$ cat src/hdl/frw_defs.svh
// Constants of the read/write channel controller: offsets, fields, timing
`ifndef FRW_DEFS_SVH
`define FRW_DEFS_SVH

// Clock rate
`define FRW_CLK_MHZ 100

// Register byte offsets
`define FRW_ADDR_W 12
`define FRW_OFF_CTRL 12'h000
`define FRW_OFF_STATUS 12'h004

// Control register fields and reset value
`define FRW_CTRL_W 2
`define FRW_CTRL_HLOPT 0
`define FRW_CTRL_WPPOL 1
`define FRW_CTRL_RST 2'h0

// Status register fields
`define FRW_ST_WPE 0
`define FRW_ST_ERASE 1
`define FRW_ST_WFF 2
`define FRW_ST_FILT 3
`define FRW_ST_SIDE 4
`define FRW_ST_SFAIL 5
`define FRW_ST_INIT 6
`define FRW_ST_ACT 7
`define FRW_ST_OVF 8
`define FRW_ST_HEAD 9

// Pin synchroniser width and idle levels
`define FRW_NSYNC 8
`define FRW_SYNC_RST 8'h0F

// Times in their own units and derived cycle counts
`define FRW_TD_NS 2000
`define FRW_TD_CYC ((`FRW_TD_NS * `FRW_CLK_MHZ) / 1000)
`define FRW_RD_PULSE_NS 500
`define FRW_RD_PULSE_CYC ((`FRW_RD_PULSE_NS * `FRW_CLK_MHZ) / 1000)
`define FRW_INIT_MS 40
`define FRW_INIT_CYC (`FRW_INIT_MS * 1000 * `FRW_CLK_MHZ)
`define FRW_ERASE_DLY_US 100
`define FRW_ERASE_DLY_CYC (`FRW_ERASE_DLY_US * `FRW_CLK_MHZ)

`endif

$ cat src/hdl/frw_pkg.sv
// Types and address decode of the read/write channel controller
`include "frw_defs.svh"
package frw_pkg;
	typedef logic [31:0] frw_word_t;
	typedef enum logic [1:0] {
		FRW_SEL_CTRL,
		FRW_SEL_STATUS,
		FRW_SEL_NONE
	} frw_sel_t;

	// Maps a byte address onto a register
	function automatic frw_sel_t frw_decode(input logic [`FRW_ADDR_W-1:0] a);
		frw_sel_t s;
		s = FRW_SEL_NONE;
		if (a == `FRW_OFF_CTRL) begin
			s = FRW_SEL_CTRL;
		end else if (a == `FRW_OFF_STATUS) begin
			s = FRW_SEL_STATUS;
		end
		return s;
	endfunction
endpackage

$ cat src/hdl/frw_channel.sv
// Flexible disk read/write channel control with APB registers
//
// How it works
// - Write path enabled only with write gate, drive selected, disk unprotected.
// - Write flip-flop toggles per data pulse, steering current between windings.
// - Erase enable follows write gate changes after a fixed delay.
// - Host keeps write gate off when reading; read circuits on only then.
// - Head coils leave the read chain while write mode is active.
// - Every comparator transition with write gate off fires the time-domain one-shot.
// - One-shot trailing edge loads comparator state into the filter flip-flop unless the event buffer is full.
// - Each filter flip-flop transition yields one 500 ns low read pulse.
// - Supply fail blocks write and erase current regardless of enables.
// - Power-up init pulse of 40 ms resets erase delay and activity latch.
// - Head loads from select without option, else from head engage.
// - Side low selects head 0, side high selects head 1.
// - Write protect inhibit forces write enable off despite write gate.
//
// Chosen here: the placing of the registers and the APB interface to the registers.
`timescale 1ns/1ps
`include "frw_defs.svh"
module frw_channel
	import frw_pkg::*;
#(
	parameter int unsigned INIT_CYC = `FRW_INIT_CYC,
	parameter int unsigned ERASE_DLY_CYC = `FRW_ERASE_DLY_CYC,
	parameter int unsigned TD_CYC = `FRW_TD_CYC,
	parameter int unsigned RD_PULSE_CYC = `FRW_RD_PULSE_CYC,
	parameter int unsigned BUF_DEPTH = 2,
	parameter int unsigned BUF_WIDTH = 1
)(
	input wire logic pclk,
	input wire logic presetn,
	input wire logic psel,
	input wire logic penable,
	input wire logic pwrite,
	input wire logic [`FRW_ADDR_W-1:0] paddr,
	input wire logic [31:0] pwdata,
	output logic [31:0] prdata,
	output logic pready,
	output logic pslverr,
	input wire logic write_gate_n,
	input wire logic select_n,
	input wire logic write_data_n,
	input wire logic head_engage_n,
	input wire logic side,
	input wire logic notch_open,
	input wire logic comparator,
	input wire logic supply_fail_flag,
	output logic write_path_enable_n,
	output logic head_w1_on,
	output logic head_w2_on,
	output logic erase_drive_enable_n,
	output logic erase_current_on,
	output logic read_enable,
	output logic read_connect,
	output logic head_select,
	output logic head_load,
	output logic read_data_n,
	output logic power_up_init_n,
	output logic activity_latch
);
	localparam int PTR_W = (BUF_DEPTH > 1) ? $clog2(BUF_DEPTH) : 1;
	localparam int CNT_W = $clog2(BUF_DEPTH + 1);

	////////////////////////////////////////////////////////////////////
	// Pin synchronisers
	logic [`FRW_NSYNC-1:0] sync1_reg;
	logic [`FRW_NSYNC-1:0] sync2_reg;
	always_ff @(posedge pclk or negedge presetn) begin
		if (!presetn) begin
			sync1_reg <= `FRW_SYNC_RST;
			sync2_reg <= `FRW_SYNC_RST;
		end else begin
			sync1_reg <= {supply_fail_flag, comparator, notch_open, side,
				head_engage_n, write_data_n, select_n, write_gate_n};
			sync2_reg <= sync1_reg;
		end
	end

	logic gate_on, sel_on, wd_s, eng_on, side_s, notch_s, comp_s, sfail;
	assign gate_on = !sync2_reg[0];
	assign sel_on = !sync2_reg[1];
	assign wd_s = sync2_reg[2];
	assign eng_on = !sync2_reg[3];
	assign side_s = sync2_reg[4];
	assign notch_s = sync2_reg[5];
	assign comp_s = sync2_reg[6];
	assign sfail = sync2_reg[7];

	////////////////////////////////////////////////////////////////////
	// Power-up initialization and one-shots
	logic started_reg;
	logic init_act, init_active;
	logic es_trig, es_done;
	logic td_trig, td_act, td_done;
	logic rp_trig, rp_act;
	logic gate_prev_reg, wd_prev_reg, comp_prev_reg;
	logic [`FRW_CTRL_W-1:0] ctrl_reg;
	logic inhibit, wpe;

	// Init runs from reset release until the one-shot expires
	assign init_active = !started_reg || init_act;

	frw_one_shot #(.CYCLES(INIT_CYC)) u_init (
		.pclk(pclk), .presetn(presetn), .clear(1'b0),
		.trig(!started_reg), .active(init_act), .done());
	frw_one_shot #(.CYCLES(ERASE_DLY_CYC)) u_erase (
		.pclk(pclk), .presetn(presetn), .clear(init_active),
		.trig(es_trig), .active(), .done(es_done));
	frw_one_shot #(.CYCLES(TD_CYC)) u_td (
		.pclk(pclk), .presetn(presetn), .clear(1'b0),
		.trig(td_trig), .active(td_act), .done(td_done));
	frw_one_shot #(.CYCLES(RD_PULSE_CYC)) u_rd (
		.pclk(pclk), .presetn(presetn), .clear(1'b0),
		.trig(rp_trig), .active(rp_act), .done());

	// Write protect jumper evaluation and write path qualification
	assign inhibit = ctrl_reg[`FRW_CTRL_WPPOL] ? notch_s : !notch_s;
	assign wpe = gate_on && sel_on && !inhibit && !init_active;
	assign es_trig = (gate_on != gate_prev_reg);
	assign td_trig = (comp_s != comp_prev_reg) && !gate_on;

	////////////////////////////////////////////////////////////////////
	// Event buffer between filter flip-flop and read pulse generator
	logic [BUF_WIDTH-1:0] buf_mem [BUF_DEPTH];
	logic [PTR_W-1:0] wr_ptr_reg, rd_ptr_reg;
	logic [CNT_W-1:0] cnt_reg;
	logic buf_ready, buf_valid, push, pop;
	logic filt_reg, filt_next;

	assign buf_ready = (cnt_reg != CNT_W'(BUF_DEPTH));
	assign buf_valid = (cnt_reg != '0);
	// Trailing edge loads comparator state, skipped when buffer is full
	assign filt_next = (td_done && buf_ready) ? comp_s : filt_reg;
	assign push = (filt_next != filt_reg);
	assign pop = buf_valid && !rp_act;
	assign rp_trig = pop;

	// Buffer storage and pointers
	always_ff @(posedge pclk or negedge presetn) begin
		if (!presetn) begin
			wr_ptr_reg <= '0;
			rd_ptr_reg <= '0;
			cnt_reg <= '0;
			for (int i = 0; i < BUF_DEPTH; i++) begin
				buf_mem[i] <= '0;
			end
		end else begin
			if (push) begin
				buf_mem[wr_ptr_reg] <= BUF_WIDTH'(filt_next);
				wr_ptr_reg <= (wr_ptr_reg == PTR_W'(BUF_DEPTH - 1)) ?
					'0 : PTR_W'(wr_ptr_reg + 1'b1);
			end
			if (pop) begin
				rd_ptr_reg <= (rd_ptr_reg == PTR_W'(BUF_DEPTH - 1)) ?
					'0 : PTR_W'(rd_ptr_reg + 1'b1);
			end
			cnt_reg <= CNT_W'(cnt_reg + CNT_W'(push) - CNT_W'(pop));
		end
	end

	////////////////////////////////////////////////////////////////////
	// Channel state and pin outputs
	logic wff_reg, wff_next;
	logic wpe_n_reg, wpe_n_next, w1_reg, w1_next, w2_reg, w2_next;
	logic erase_n_reg, erase_n_next, ecur_reg, ecur_next;
	logic rden_reg, rden_next, rconn_reg, rconn_next;
	logic hsel_reg, hsel_next, hload_reg, hload_next;
	logic rdn_reg, rdn_next, init_n_reg, act_reg, act_next;
	logic wd_fall;

	assign wd_fall = wd_prev_reg && !wd_s;

	// Next values of the write, erase and read controls
	always_comb begin
		wff_next = wff_reg;
		if (init_active) begin
			wff_next = 1'b0;
		end else if (wd_fall && wpe) begin
			wff_next = !wff_reg;
		end
		wpe_n_next = !wpe;
		w1_next = wpe && wff_reg && !sfail;
		w2_next = wpe && !wff_reg && !sfail;
		erase_n_next = erase_n_reg;
		if (init_active) begin
			erase_n_next = 1'b1;
		end else if (es_done) begin
			erase_n_next = !(gate_on && sel_on && !inhibit);
		end
		ecur_next = !erase_n_reg && !sfail;
		rden_next = !gate_on;
		rconn_next = !wpe;
		hsel_next = side_s;
		hload_next = ctrl_reg[`FRW_CTRL_HLOPT] ? eng_on : sel_on;
		act_next = init_active ? 1'b0 : (act_reg || (sel_on && hload_reg));
		rdn_next = !rp_act;
	end

	// Channel registers
	always_ff @(posedge pclk or negedge presetn) begin
		if (!presetn) begin
			started_reg <= 1'b0;
			gate_prev_reg <= 1'b0;
			wd_prev_reg <= 1'b1;
			comp_prev_reg <= 1'b0;
			filt_reg <= 1'b0;
			wff_reg <= 1'b0;
			wpe_n_reg <= 1'b1;
			w1_reg <= 1'b0;
			w2_reg <= 1'b0;
			erase_n_reg <= 1'b1;
			ecur_reg <= 1'b0;
			rden_reg <= 1'b0;
			rconn_reg <= 1'b0;
			hsel_reg <= 1'b0;
			hload_reg <= 1'b0;
			act_reg <= 1'b0;
			rdn_reg <= 1'b1;
			init_n_reg <= 1'b0;
		end else begin
			started_reg <= 1'b1;
			gate_prev_reg <= gate_on;
			wd_prev_reg <= wd_s;
			comp_prev_reg <= comp_s;
			filt_reg <= filt_next;
			wff_reg <= wff_next;
			wpe_n_reg <= wpe_n_next;
			w1_reg <= w1_next;
			w2_reg <= w2_next;
			erase_n_reg <= erase_n_next;
			ecur_reg <= ecur_next;
			rden_reg <= rden_next;
			rconn_reg <= rconn_next;
			hsel_reg <= hsel_next;
			hload_reg <= hload_next;
			act_reg <= act_next;
			rdn_reg <= rdn_next;
			init_n_reg <= !init_active;
		end
	end

	////////////////////////////////////////////////////////////////////
	// APB slave: one wait-free access phase, error on unmapped address
	frw_sel_t sel;
	logic pready_reg, pready_next, pslverr_reg, pslverr_next;
	logic ovf_reg, ovf_next;
	logic [`FRW_CTRL_W-1:0] ctrl_next;
	frw_word_t prdata_reg, prdata_next, status;
	logic wr_done;

	assign sel = frw_decode(paddr);
	assign wr_done = psel && penable && pready_reg && pwrite;

	// Status word assembly
	always_comb begin
		status = '0;
		status[`FRW_ST_WPE] = !wpe_n_reg;
		status[`FRW_ST_ERASE] = !erase_n_reg;
		status[`FRW_ST_WFF] = wff_reg;
		status[`FRW_ST_FILT] = filt_reg;
		status[`FRW_ST_SIDE] = hsel_reg;
		status[`FRW_ST_SFAIL] = sfail;
		status[`FRW_ST_INIT] = init_active;
		status[`FRW_ST_ACT] = act_reg;
		status[`FRW_ST_OVF] = ovf_reg;
		status[`FRW_ST_HEAD] = buf_valid && buf_mem[rd_ptr_reg][0];
	end

	// Bus next values; overflow set wins over its clear
	always_comb begin
		pready_next = psel && !penable;
		pslverr_next = psel && !penable && (sel == FRW_SEL_NONE);
		prdata_next = '0;
		if (psel && !penable && !pwrite) begin
			case (sel)
				FRW_SEL_CTRL: prdata_next = 32'(ctrl_reg);
				FRW_SEL_STATUS: prdata_next = status;
				default: prdata_next = '0;
			endcase
		end
		ctrl_next = ctrl_reg;
		if (wr_done && sel == FRW_SEL_CTRL) begin
			ctrl_next = pwdata[`FRW_CTRL_W-1:0];
		end
		ovf_next = ovf_reg;
		if (wr_done && sel == FRW_SEL_STATUS && pwdata[`FRW_ST_OVF]) begin
			ovf_next = 1'b0;
		end
		if (td_done && !buf_ready && comp_s != filt_reg) begin
			ovf_next = 1'b1;
		end
	end

	// Bus registers
	always_ff @(posedge pclk or negedge presetn) begin
		if (!presetn) begin
			pready_reg <= 1'b0;
			pslverr_reg <= 1'b0;
			prdata_reg <= '0;
			ctrl_reg <= `FRW_CTRL_RST;
			ovf_reg <= 1'b0;
		end else begin
			pready_reg <= pready_next;
			pslverr_reg <= pslverr_next;
			prdata_reg <= prdata_next;
			ctrl_reg <= ctrl_next;
			ovf_reg <= ovf_next;
		end
	end

	assign prdata = prdata_reg;
	assign pready = pready_reg;
	assign pslverr = pslverr_reg;
	assign write_path_enable_n = wpe_n_reg;
	assign head_w1_on = w1_reg;
	assign head_w2_on = w2_reg;
	assign erase_drive_enable_n = erase_n_reg;
	assign erase_current_on = ecur_reg;
	assign read_enable = rden_reg;
	assign read_connect = rconn_reg;
	assign head_select = hsel_reg;
	assign head_load = hload_reg;
	assign read_data_n = rdn_reg;
	assign power_up_init_n = init_n_reg;
	assign activity_latch = act_reg;

	////////////////////////////////////////////////////////////////////
	// Checks
	int rd_low_cnt;
	always_ff @(posedge pclk or negedge presetn) begin
		if (!presetn) begin
			rd_low_cnt <= 0;
		end else begin
			rd_low_cnt <= rdn_reg ? 0 : rd_low_cnt + 1;
		end
	end
endmodule

$ cat src/hdl/frw_one_shot.sv
// Retriggerable counting one-shot with trailing-edge pulse
`timescale 1ns/1ps
module frw_one_shot
	import frw_pkg::*;
#(
	parameter int unsigned CYCLES = 1
)(
	input wire logic pclk,
	input wire logic presetn,
	input wire logic clear,
	input wire logic trig,
	output logic active,
	output logic done
);
	localparam int W = $clog2(CYCLES + 1);
	logic [W-1:0] cnt_reg;
	logic [W-1:0] cnt_next;
	logic active_reg;
	logic active_next;
	logic done_reg;
	logic done_next;

	// Reload on trigger, count down, flag the last count
	always_comb begin
		cnt_next = cnt_reg;
		done_next = 1'b0;
		if (clear) begin
			cnt_next = '0;
		end else if (trig) begin
			cnt_next = W'(CYCLES);
		end else if (cnt_reg != '0) begin
			cnt_next = cnt_reg - 1'b1;
			done_next = (cnt_reg == W'(1));
		end
		active_next = (cnt_next != '0);
	end

	// State registers
	always_ff @(posedge pclk or negedge presetn) begin
		if (!presetn) begin
			cnt_reg <= '0;
			active_reg <= 1'b0;
			done_reg <= 1'b0;
		end else begin
			cnt_reg <= cnt_next;
			active_reg <= active_next;
			done_reg <= done_next;
		end
	end

	assign active = active_reg;
	assign done = done_reg;
endmodule

$ cat config.mk
export PLATFORM = sky130hd
export DESIGN_NAME = frw_channel
export DESIGN_NICKNAME = d
export VERILOG_FILES = /design/src/hdl/frw_pkg.sv /design/src/hdl/frw_channel.sv /design/src/hdl/frw_one_shot.sv
export VERILOG_INCLUDE_DIRS = /design/src /design/src/hdl
export SDC_FILE = /design/constraint.sdc
export NUM_CORES = 1
export LEC_CHECK = 0
export BUFFER_PORTS_ARGS = -buffer_cell sky130_fd_sc_hd__buf_2
export CAP_MARGIN = 0
export CORE_ASPECT_RATIO = 1.2
export CORE_MARGIN = 5
export CORE_UTILIZATION = 60
export DETAILED_ROUTE_END_ITERATION = 10
export PLACE_DENSITY = 0.85
export SLEW_MARGIN = 10
export SYNTH_ARGS = -nofsm -noshare
export SYNTH_HDL_FRONTEND = slang
export SYNTH_HIERARCHICAL = 1
export SYNTH_SLANG_ARGS = --single-unit
$ cat constraint.sdc
create_clock -name pclk -period 3.8 [get_ports pclk]
set_input_delay 0.38 -clock pclk [delete_from_list [all_inputs] [get_ports pclk]]
set_output_delay 0.38 -clock pclk [all_outputs]
set_load 0.05 [all_outputs]
==> flow_summary.ini, run 1 <==
[timing]
setup_viol = 0
fin_crit_sh_pct = 79.0
slew_headroom_pct = 33.8
min_period_ps = 3000
worst_slew_pin_slew_ps = 993
clock_skew_ps = 14.3
drv_slew = 0
fmax_mhz = 333
hold_viol = 0
rsz0062_at_grt = false
fin_setup_tns_ps = 0

[route]
vias_per_cell = 5.75
drc = 0
routed_wl_mm = 10.9
wl_per_cell_um = 15.8
drt_iter0_drc = 261
ant_nets = 0
dr.pass1.iters = 5
vias = 3953

[cts]
cts_root_buf = clkbuf_8
hold_buffers = 0
h-tree-depth = 3
cts_setup_buffers = 0
clockBufferDepth = 2
cts_resized = 0
insertion_delay_ps = 370
numCtsBuffers = 9
cts_tree = done
clkSinkCount = 109
clk_pin_slew_ps = 100

[floorplan]
initial_core_util_pct = 62.1
chipWidth_um = 96.4
rows = 37
core_area_mm2 = 0.00866
die_h_um = 114
ioPinCount = 103
fp.dieArea_mm2 = 0.0110

[setup_path]
crit_chain = nor4_2, nand4_1, or4_1, o311a_2, or4_4, nor3_2, nand4_1
crit_fanout = 10
rr_worst_depth = 7
cp_num_cells = 7
cp-end-kind = flop
max_stage_delay_ps = 600
required_ps = 4030
path_buf_inv = 0
crit_family = simple AND/OR/NAND/NOR gates
crit_top_cell = nand4_1
crit_type = reg2reg
cp_slowest_cell = or4_1
critPathLaunchType = flop
worstPathArrival_ps = 3230

[power]
p_leak_nw = 2.76
p_per_area_mw_per_mm2 = 531
peakVddDrop_mv = 0.245

[finish]
final_cells = 688
nets = 633
antenna_cells = 0
seq_area_mm2 = 0.00274
multiInputGateArea_mm2 = 0.00240
largest_register_ffs = 22
drive_above_1_share_pct = 21.2
fill_cells = 642
syn_to_final_growth_pct = 9.12

[global_routing]
grt_max_degree = 83
grt_pass1_vias = 3874
grt_usage_pct = 20.8
grt_first_pass_wirelength_mm = 17.9
globalRoute.totalOverflow = 0
antenna_found_initial = 0

[run_status]
outcome = finished clean

[placed_design]
placed_cells = 672
hpwlAfterDp_mm = 8.03
io_buffer_count = 51
place.gp.congestion = 0.981

[hold_path]
holdPathStages = 1
holdCritPathClass = in2reg

[synthesis]
synthCells = 500
syn_area_per_cell_um2 = 10.8
synthesis.area_mm2 = 0.00538
yosys_warnings = 6

[job]
drv_cap = 0
==> power breakdown <==
part           internal, mW  switching (mW)
Combinational         0.413           0.586
Clock                 0.256           0.383
Sequential             1.31           0.167
==> final timing paths <==
kind | from | to | slack [ps]
worst max-delay path | u_init/cnt_reg[19] | u_init/active | 800
worst min-delay path | select_n | sync1_reg[1] | 100
worst max register to register | u_init/cnt_reg[19] | u_init/active | 800
worst min register to register | sync1_reg[4] | sync2_reg[4] | 360
max in group asynchronous | presetn | write_path_enable_n | 2760
min in group asynchronous | presetn | u_init/cnt_reg[0] | 170
==> cell type report <==
cell class / count / share of cell area, %
clock buffer: 10 / 2.35
clock inverter: 6 / 0.640
inverter: 34 / 2.17
multi-input combinational: 359 / 41.0
sequential: 109 / 46.7
tap: 117 / 2.49
timing repair buffer: 53 / 4.65
==> worst reg2reg max path: cells and delay by family (launching register included) <==
kind            cells  cell delay, ps
compound gates      1             150
flops               1             460
simple gates        6            2250
==> metrics by stage <==
step           power [mW]  hold WS [ps]  instance area (um^2)  worst slack, ps  util (%)
2_1_floorplan        2.29          84.4                  5500             1330         -
3_3_place_gp         2.42           336                  5690              904      65.8
3_5_place_dp         2.48           338                  5690              865      65.8
4_1_cts              3.12          82.2                  5870              839      67.8
5_1_grt              3.32          83.0                  5870              660      67.8
6_report             3.11           100                  5870              797      67.8
==> cell usage in the layout (no fill, tap or decap), drive strengths merged, types with 3 or more instances in the layout <==
| cell | instances |
|---|---|
| inv | 35 |
| o41ai | 3 |
| or4 | 10 |
| ha | 10 |
| clkinv | 5 |
| xor2 | 12 |
| xnor2 | 18 |
| or4b | 3 |
| nand4 | 8 |
| nand3 | 9 |
| nand2b | 7 |
| dfstp | 12 |
| clkbuf | 10 |
| o21ai | 10 |
| a21oi | 30 |
| conb | 34 |
| o31ai | 6 |
| mux2i | 9 |
| buf | 53 |
| or3 | 8 |
| or2 | 6 |
| nor2 | 54 |
| o211ai | 4 |
| a2111oi | 4 |
| a211oi | 3 |
| nor4 | 19 |
| nor2b | 7 |
| nand2 | 22 |
| nor3 | 23 |
| and4 | 5 |
| dfrtp | 97 |
| a31oi | 6 |
==> per-layer routing <==
metal  wire (um)  vias to the layer above  global-route usage (%)  part of all wire, %
met5           0                        -                       0                    0
met4         316                        0                    10.1                  2.9
met3         686                       33                    2.90                  6.3
met2        5510                      177                    35.3                   51
met1        4390                     1883                    25.9                   40
li1            -                     1860                       -                    -
Power figures use the tool's default switching activity.
==> run 2: changes to the inputs <==
--- a/config.mk
+++ b/config.mk
@@ -10,9 +10,9 @@
 export CAP_MARGIN = 0
 export CORE_ASPECT_RATIO = 1.2
 export CORE_MARGIN = 5
-export CORE_UTILIZATION = 60
+export CORE_UTILIZATION = 51
 export DETAILED_ROUTE_END_ITERATION = 10
-export PLACE_DENSITY = 0.85
+export PLACE_DENSITY = 0.77
 export SLEW_MARGIN = 10
 export SYNTH_ARGS = -nofsm -noshare
 export SYNTH_HDL_FRONTEND = slang
==> constraint.sdc (replaced) <==
create_clock -name pclk -period 2.7 [get_ports pclk]
set_input_delay 0.27 -clock pclk [delete_from_list [all_inputs] [get_ports pclk]]
set_output_delay 0.27 -clock pclk [all_outputs]
set_load 0.05 [all_outputs]
==> run 2 against run 1 <==
Effect of this change: wire length rose by 2.5%; fmax rose by 17%; sequential power rose by 41%; clock power rose by 110%; global-route usage fell by 2.5 points; via count fell by 0.20%; clock skew fell by 3.7 ps; cell count rose by 5.4%; power rose by 58%; critical path depth rose by 4; core utilization fell by 7.3 points; clock-buffer cell count rose by 1; critical endpoint unchanged; largest cell class unchanged; largest power group unchanged; highest routed layer unchanged.
==> flow_summary.ini, run 2 (same netlist as run 1, synthesis figures left out) <==
[floorplan]
core_area_mm2 = 0.0104
initial_core_util_pct = 51.6
ioPinCount = 103
fp.dieArea_mm2 = 0.0127
rows = 41
die_h_um = 122
chipWidth_um = 104

[global_routing]
antenna_found_initial = 0
grt_pass1_vias = 4030
globalRoute.totalOverflow = 0
grt_max_degree = 47
grt_usage_pct = 18.4
grt_first_pass_wirelength_mm = 19.1

[power]
finalPower_mw = 4.92
p_comb_share_pct = 30.6
switchingPower_mw = 1.66
pwr-share-clk_pct = 27.2
p_leak_nw = 2.95
peakVddDrop_mv = 0.390
p_int_mw = 3.26
p_per_area_mw_per_mm2 = 781
p_sw_share_pct = 33.7
seqPwrFrac_pct = 42.2

[timing]
clock_skew_ps = 10.6
worst_slew_pin_slew_ps = 607
fin_crit_sh_pct = 95.1
fmax_mhz = 389
drv_slew = 0
fin_setup_tns_ps = 0
setup_slack_ps = 132
min_period_ps = 2570
hold_viol = 0
slew_headroom_pct = 59.2
setup_viol = 0

[finish]
largest_register_ffs = 22
antenna_cells = 0
seq_area_mm2 = 0.00274
final_common_cell = dfrtp_1
multiInputGateArea_mm2 = 0.00248
fill_cells = 850
layout_common_cells = 96 x dfrtp_1, 51 x nor2_1, 50 x buf_2
final_util_pct = 60.5
nets = 658
syn_to_final_growth_pct = 17.1
drive_above_1_share_pct = 25.8

[setup_path]
critPathLaunchType = flop
rr_worst_depth = 11
worstPathArrival_ps = 2780
crit_type = reg2reg
r2r_slack_ps = 130
cp-end-kind = flop
required_ps = 2910
rr_endpoint = u_init/active
crit_fanout = 4
r2r_start = u_init/cnt_reg[1]

[cts]
clk_pin_slew_ps = 70
insertion_delay_ps = 340
clockBufferDepth = 2
clkSinkCount = 109
cts_tree = done
numCtsBuffers = 9
h-tree-depth = 3
cts_root_buf = clkbuf_16

[placed_design]
dpl_worst_slack_ps = -30.4
hpwlAfterDp_mm = 8.30
place.gp.congestion = 0.953
io_buffer_count = 51

[hold_path]
hold_path_startpoint = write_gate_n
worst_hold_path.endpoint = sync1_reg[0]
holdPathStages = 1
holdCritPathClass = in2reg

[route]
dr.pass1.iters = 4
drt_iter0_drc = 168
ant_nets = 0
drc = 0
vias = 3945
routed_wl_mm = 11.2
wl_per_cell_um = 15.4
vias_per_cell = 5.44

[run_status]
outcome = finished clean

[job]
drv_cap = 0
run 2: metal layers:
| layer | GRT usage (%) | part of all wire (%) |
|---|---|---|
| met1 | 22.3 | 42 |
| met2 | 30.8 | 51 |
| met3 | 4.05 | 5.0 |
| met4 | 9.55 | 2.5 |
| met5 | 0 | 0 |
run 2: critical path, cell delays in order, from the launching register on:
cell and delay (ps):
dfrtp_1 380, inv_1 90, ha_4 170, nor4b_4 120, buf_4 160, buf_4 130
and4_1 240, a31oi_1 150, a21oi_1 90, or4_1 540, nor4_2 230, nand4_1 130
run 2: worst max path at each step:
stage               depth (start not counted)                from       endpoint  slack, ps
floorplan                                   9   u_init/cnt_reg[0]  u_init/active        230
global placement                            7  u_init/cnt_reg[12]  u_init/active         60
detailed placement                          9   u_init/cnt_reg[0]  u_init/active        -30
CTS                                        10   u_init/cnt_reg[0]  u_init/active         40
global route                               11   u_init/cnt_reg[1]  u_init/active         -5
finish                                     11   u_init/cnt_reg[1]  u_init/active        130
run 2: layout make-up:
cell class,instances,share of cell area [%]
multi-input combinational,359,39.4
inverter,34,2.03
tap,129,2.56
clock inverter,5,1.01
clock buffer,11,3.85
timing repair buffer,78,7.59
sequential,109,43.6
run 2: metrics by stage:
step / instance area, um^2 / cells / hold WS (ps)
3_5_place_dp: 5850 / 701 / 272
2_1_floorplan: 5500 / 532 / -25.6
5_1_grt: 6300 / 725 / 9.80
4_1_cts: 6190 / 720 / 3.45
6_report: 6300 / 725 / 18.1
3_3_place_gp: 5850 / 701 / 266
run 2: timing repair:
| action | in CTS | in global routing |
|---|---|---|
| buffers inserted | 2 | 4 |
| endpoints found under the hold margin | 32 | 1 |
| hold buffers | 1 | 1 |
| resized for setup | 1 | 15 |
| pin swaps | 0 | 6 |
| endpoints found under the setup margin | 1 | 1 |
run 2: power groups by stage:
stage / sequential, mW / combinational, mW / clock [mW]
global placement: 2.08 / 1.39 / 0
finish: 2.08 / 1.50 / 1.34
detailed placement: 2.10 / 1.45 / 0
floorplan: 2.08 / 1.14 / 0
global route: 2.10 / 1.67 / 1.45
CTS: 2.07 / 1.47 / 1.38
==> run 3: changes to the inputs <==
--- a/config.mk
+++ b/config.mk
@@ -10,9 +10,10 @@
 export CAP_MARGIN = 0
 export CORE_ASPECT_RATIO = 1.2
 export CORE_MARGIN = 5
-export CORE_UTILIZATION = 51
+export CORE_UTILIZATION = 52
+export CTS_BUF_LIST = sky130_fd_sc_hd__clkbuf_8
 export DETAILED_ROUTE_END_ITERATION = 10
-export PLACE_DENSITY = 0.77
+export PLACE_DENSITY = 0.78
 export SLEW_MARGIN = 10
 export SYNTH_ARGS = -nofsm -noshare
 export SYNTH_HDL_FRONTEND = slang
==> run 3 against run 2 <==
Effect of this change: combinational power barely moved; largest power group unchanged; sequential power about the same; worst hold slack improved by 95 ps; non-clock buffer count up 12; largest cell class unchanged; core utilization grew 1.8 points; clock-buffer cell count decreased by 1; global-route usage rose by 0.16 points; fmax grew 0.20%; clock skew decreased by 0.78 ps.
==> flow_summary.ini, run 3 (same netlist as run 1, synthesis figures left out) <==
[setup_path]
max_stage_delay_ps = 540
worstPathArrival_ps = 2800
critPathLaunchType = flop
crit_type = reg2reg
crit_chain = inv_2, ha_4, nor4b_4, nand3_4, buf_4, o31ai_1, a21oi_1, or4_1, nor4_2, nand4_1
cp_slowest_cell = or4_1
required_ps = 2940
crit_fanout = 4
cp-end-kind = flop

[finish]
multiInputGateArea_mm2 = 0.00247
final_cells = 734
antenna_cells = 0
syn_to_final_growth_pct = 16.4
final_util_pct = 62.2
stdcell_area_mm2 = 0.00626
seq_area_mm2 = 0.00274
layout_common_cells = 96 x dfrtp_1, 51 x nor2_1, 50 x buf_2
largest_register_ffs = 22
drive_above_1_share_pct = 26.2
nets = 670
final_common_cell = dfrtp_1
fill_cells = 815

[placed_design]
dpl_worst_slack_ps = 50.7
placed_area_mm2 = 0.00587
hpwlAfterDp_mm = 8.23
place.gp.congestion = 0.934
placed_cells = 702
io_buffer_count = 51

[cts]
clk_pin_slew_ps = 100
insertion_delay_ps = 370
cts_root_buf = clkbuf_8
cts_tree = done
clkSinkCount = 109
h-tree-depth = 3
numCtsBuffers = 9
clockBufferDepth = 2

[timing]
drv_slew = 0
setup_slack_ps = 137
fin_crit_sh_pct = 94.9
rsz0062_at_grt = false
clock_skew_ps = 9.77
setup_viol = 0
min_period_ps = 2560
worst_slew_pin_slew_ps = 752
fin_setup_tns_ps = 0
hold_viol = 0
slew_headroom_pct = 49.9
fmax_mhz = 390

[route]
routed_wl_mm = 11.3
routed-wl-met2_mm = 5.55
drc = 0
ant_nets = 0
vias = 4081
dr.max_layer_used = met4
wl_met1_mm = 4.75
drt_iter0_drc = 172
vias_per_cell = 5.56
wl_met3_um = 730
wl_per_cell_um = 15.3
dr.pass1.iters = 5

[run_status]
outcome = finished clean

[floorplan]
initial_core_util_pct = 53.5
fp.dieArea_mm2 = 0.0125
core_area_mm2 = 0.0101
rows = 40
chipWidth_um = 103
die_h_um = 121
ioPinCount = 103

[global_routing]
grt_max_degree = 60
grt_first_pass_wirelength_mm = 18.2
globalRoute.totalOverflow = 0
grt_usage_pct = 18.5
antenna_found_initial = 0
grt_pass1_vias = 3881

[job]
drv_cap = 0

[power]
p_per_area_mw_per_mm2 = 718
p_leak_nw = 2.94
peakVddDrop_mv = 0.313

[hold_path]
holdCritPathClass = in2reg
## run 3: cell type report
cell class | count | share of cell area (%)
inverter | 34 | 2.04
clock inverter | 6 | 0.620
clock buffer | 10 | 2.20
tap | 126 | 2.52
timing repair buffer | 90 | 9.35
multi-input combinational | 359 | 39.4
sequential | 109 | 43.8
## run 3: routing by layer
| layer | global-route usage, % | vias to the layer above |
|---|---|---|
| met5 | 0 | - |
| met4 | 8.66 | 0 |
| met3 | 2.65 | 25 |
| met2 | 30.5 | 150 |
| met1 | 23.9 | 1978 |
| li1 | - | 1928 |
## run 3: path summary, 6_finish.rpt
check / depth (start not counted) / end / startpoint / slack [ps]
max: 10 / u_init/active / u_init/cnt_reg[0] / 140
min: 2 / pready / penable / 110
max reg2reg: 10 / u_init/active / u_init/cnt_reg[0] / 140
min reg2reg: 0 / sync2_reg[6] / sync1_reg[6] / 360
max in group asynchronous: 3 / sync1_reg[0] / presetn / 1460
min in group asynchronous: 2 / comp_prev_reg / presetn / 510
## run 3: critical path: cells and delay by family, from the launching register on
family / cells / cell delay [ps]
flip-flops: 1 / 420
adder cells (fa/ha/maj): 1 / 130
AND/OR/NAND/NOR: 5 / 1260
buffers and inverters: 2 / 260
AO/OA/AOI/OAI: 2 / 380
## run 3: repair_timing
action / 4_1_cts / 5_1_grt
setup endpoints to repair: 0 / 1
setup buffers: 0 / 7
hold endpoints to repair: 59 / 0
hold buffers: 9 / 0
resized for setup: 0 / 15
## run 3: through the flow
stage          power [mW]  hold slack, ps
2_1_floorplan        3.23           -25.6
3_3_place_gp         3.48             337
3_5_place_dp         3.55             335
4_1_cts              4.47            87.0
5_1_grt              4.78             104
6_report             4.49             113
## run 3: report_power, final
| part | internal [mW] | switching [mW] |
|---|---|---|
| Sequential | 1.84 | 0.228 |
| Clock | 0.360 | 0.543 |
| Combinational | 0.673 | 0.848 |
| Total | 2.87 | 1.62 |
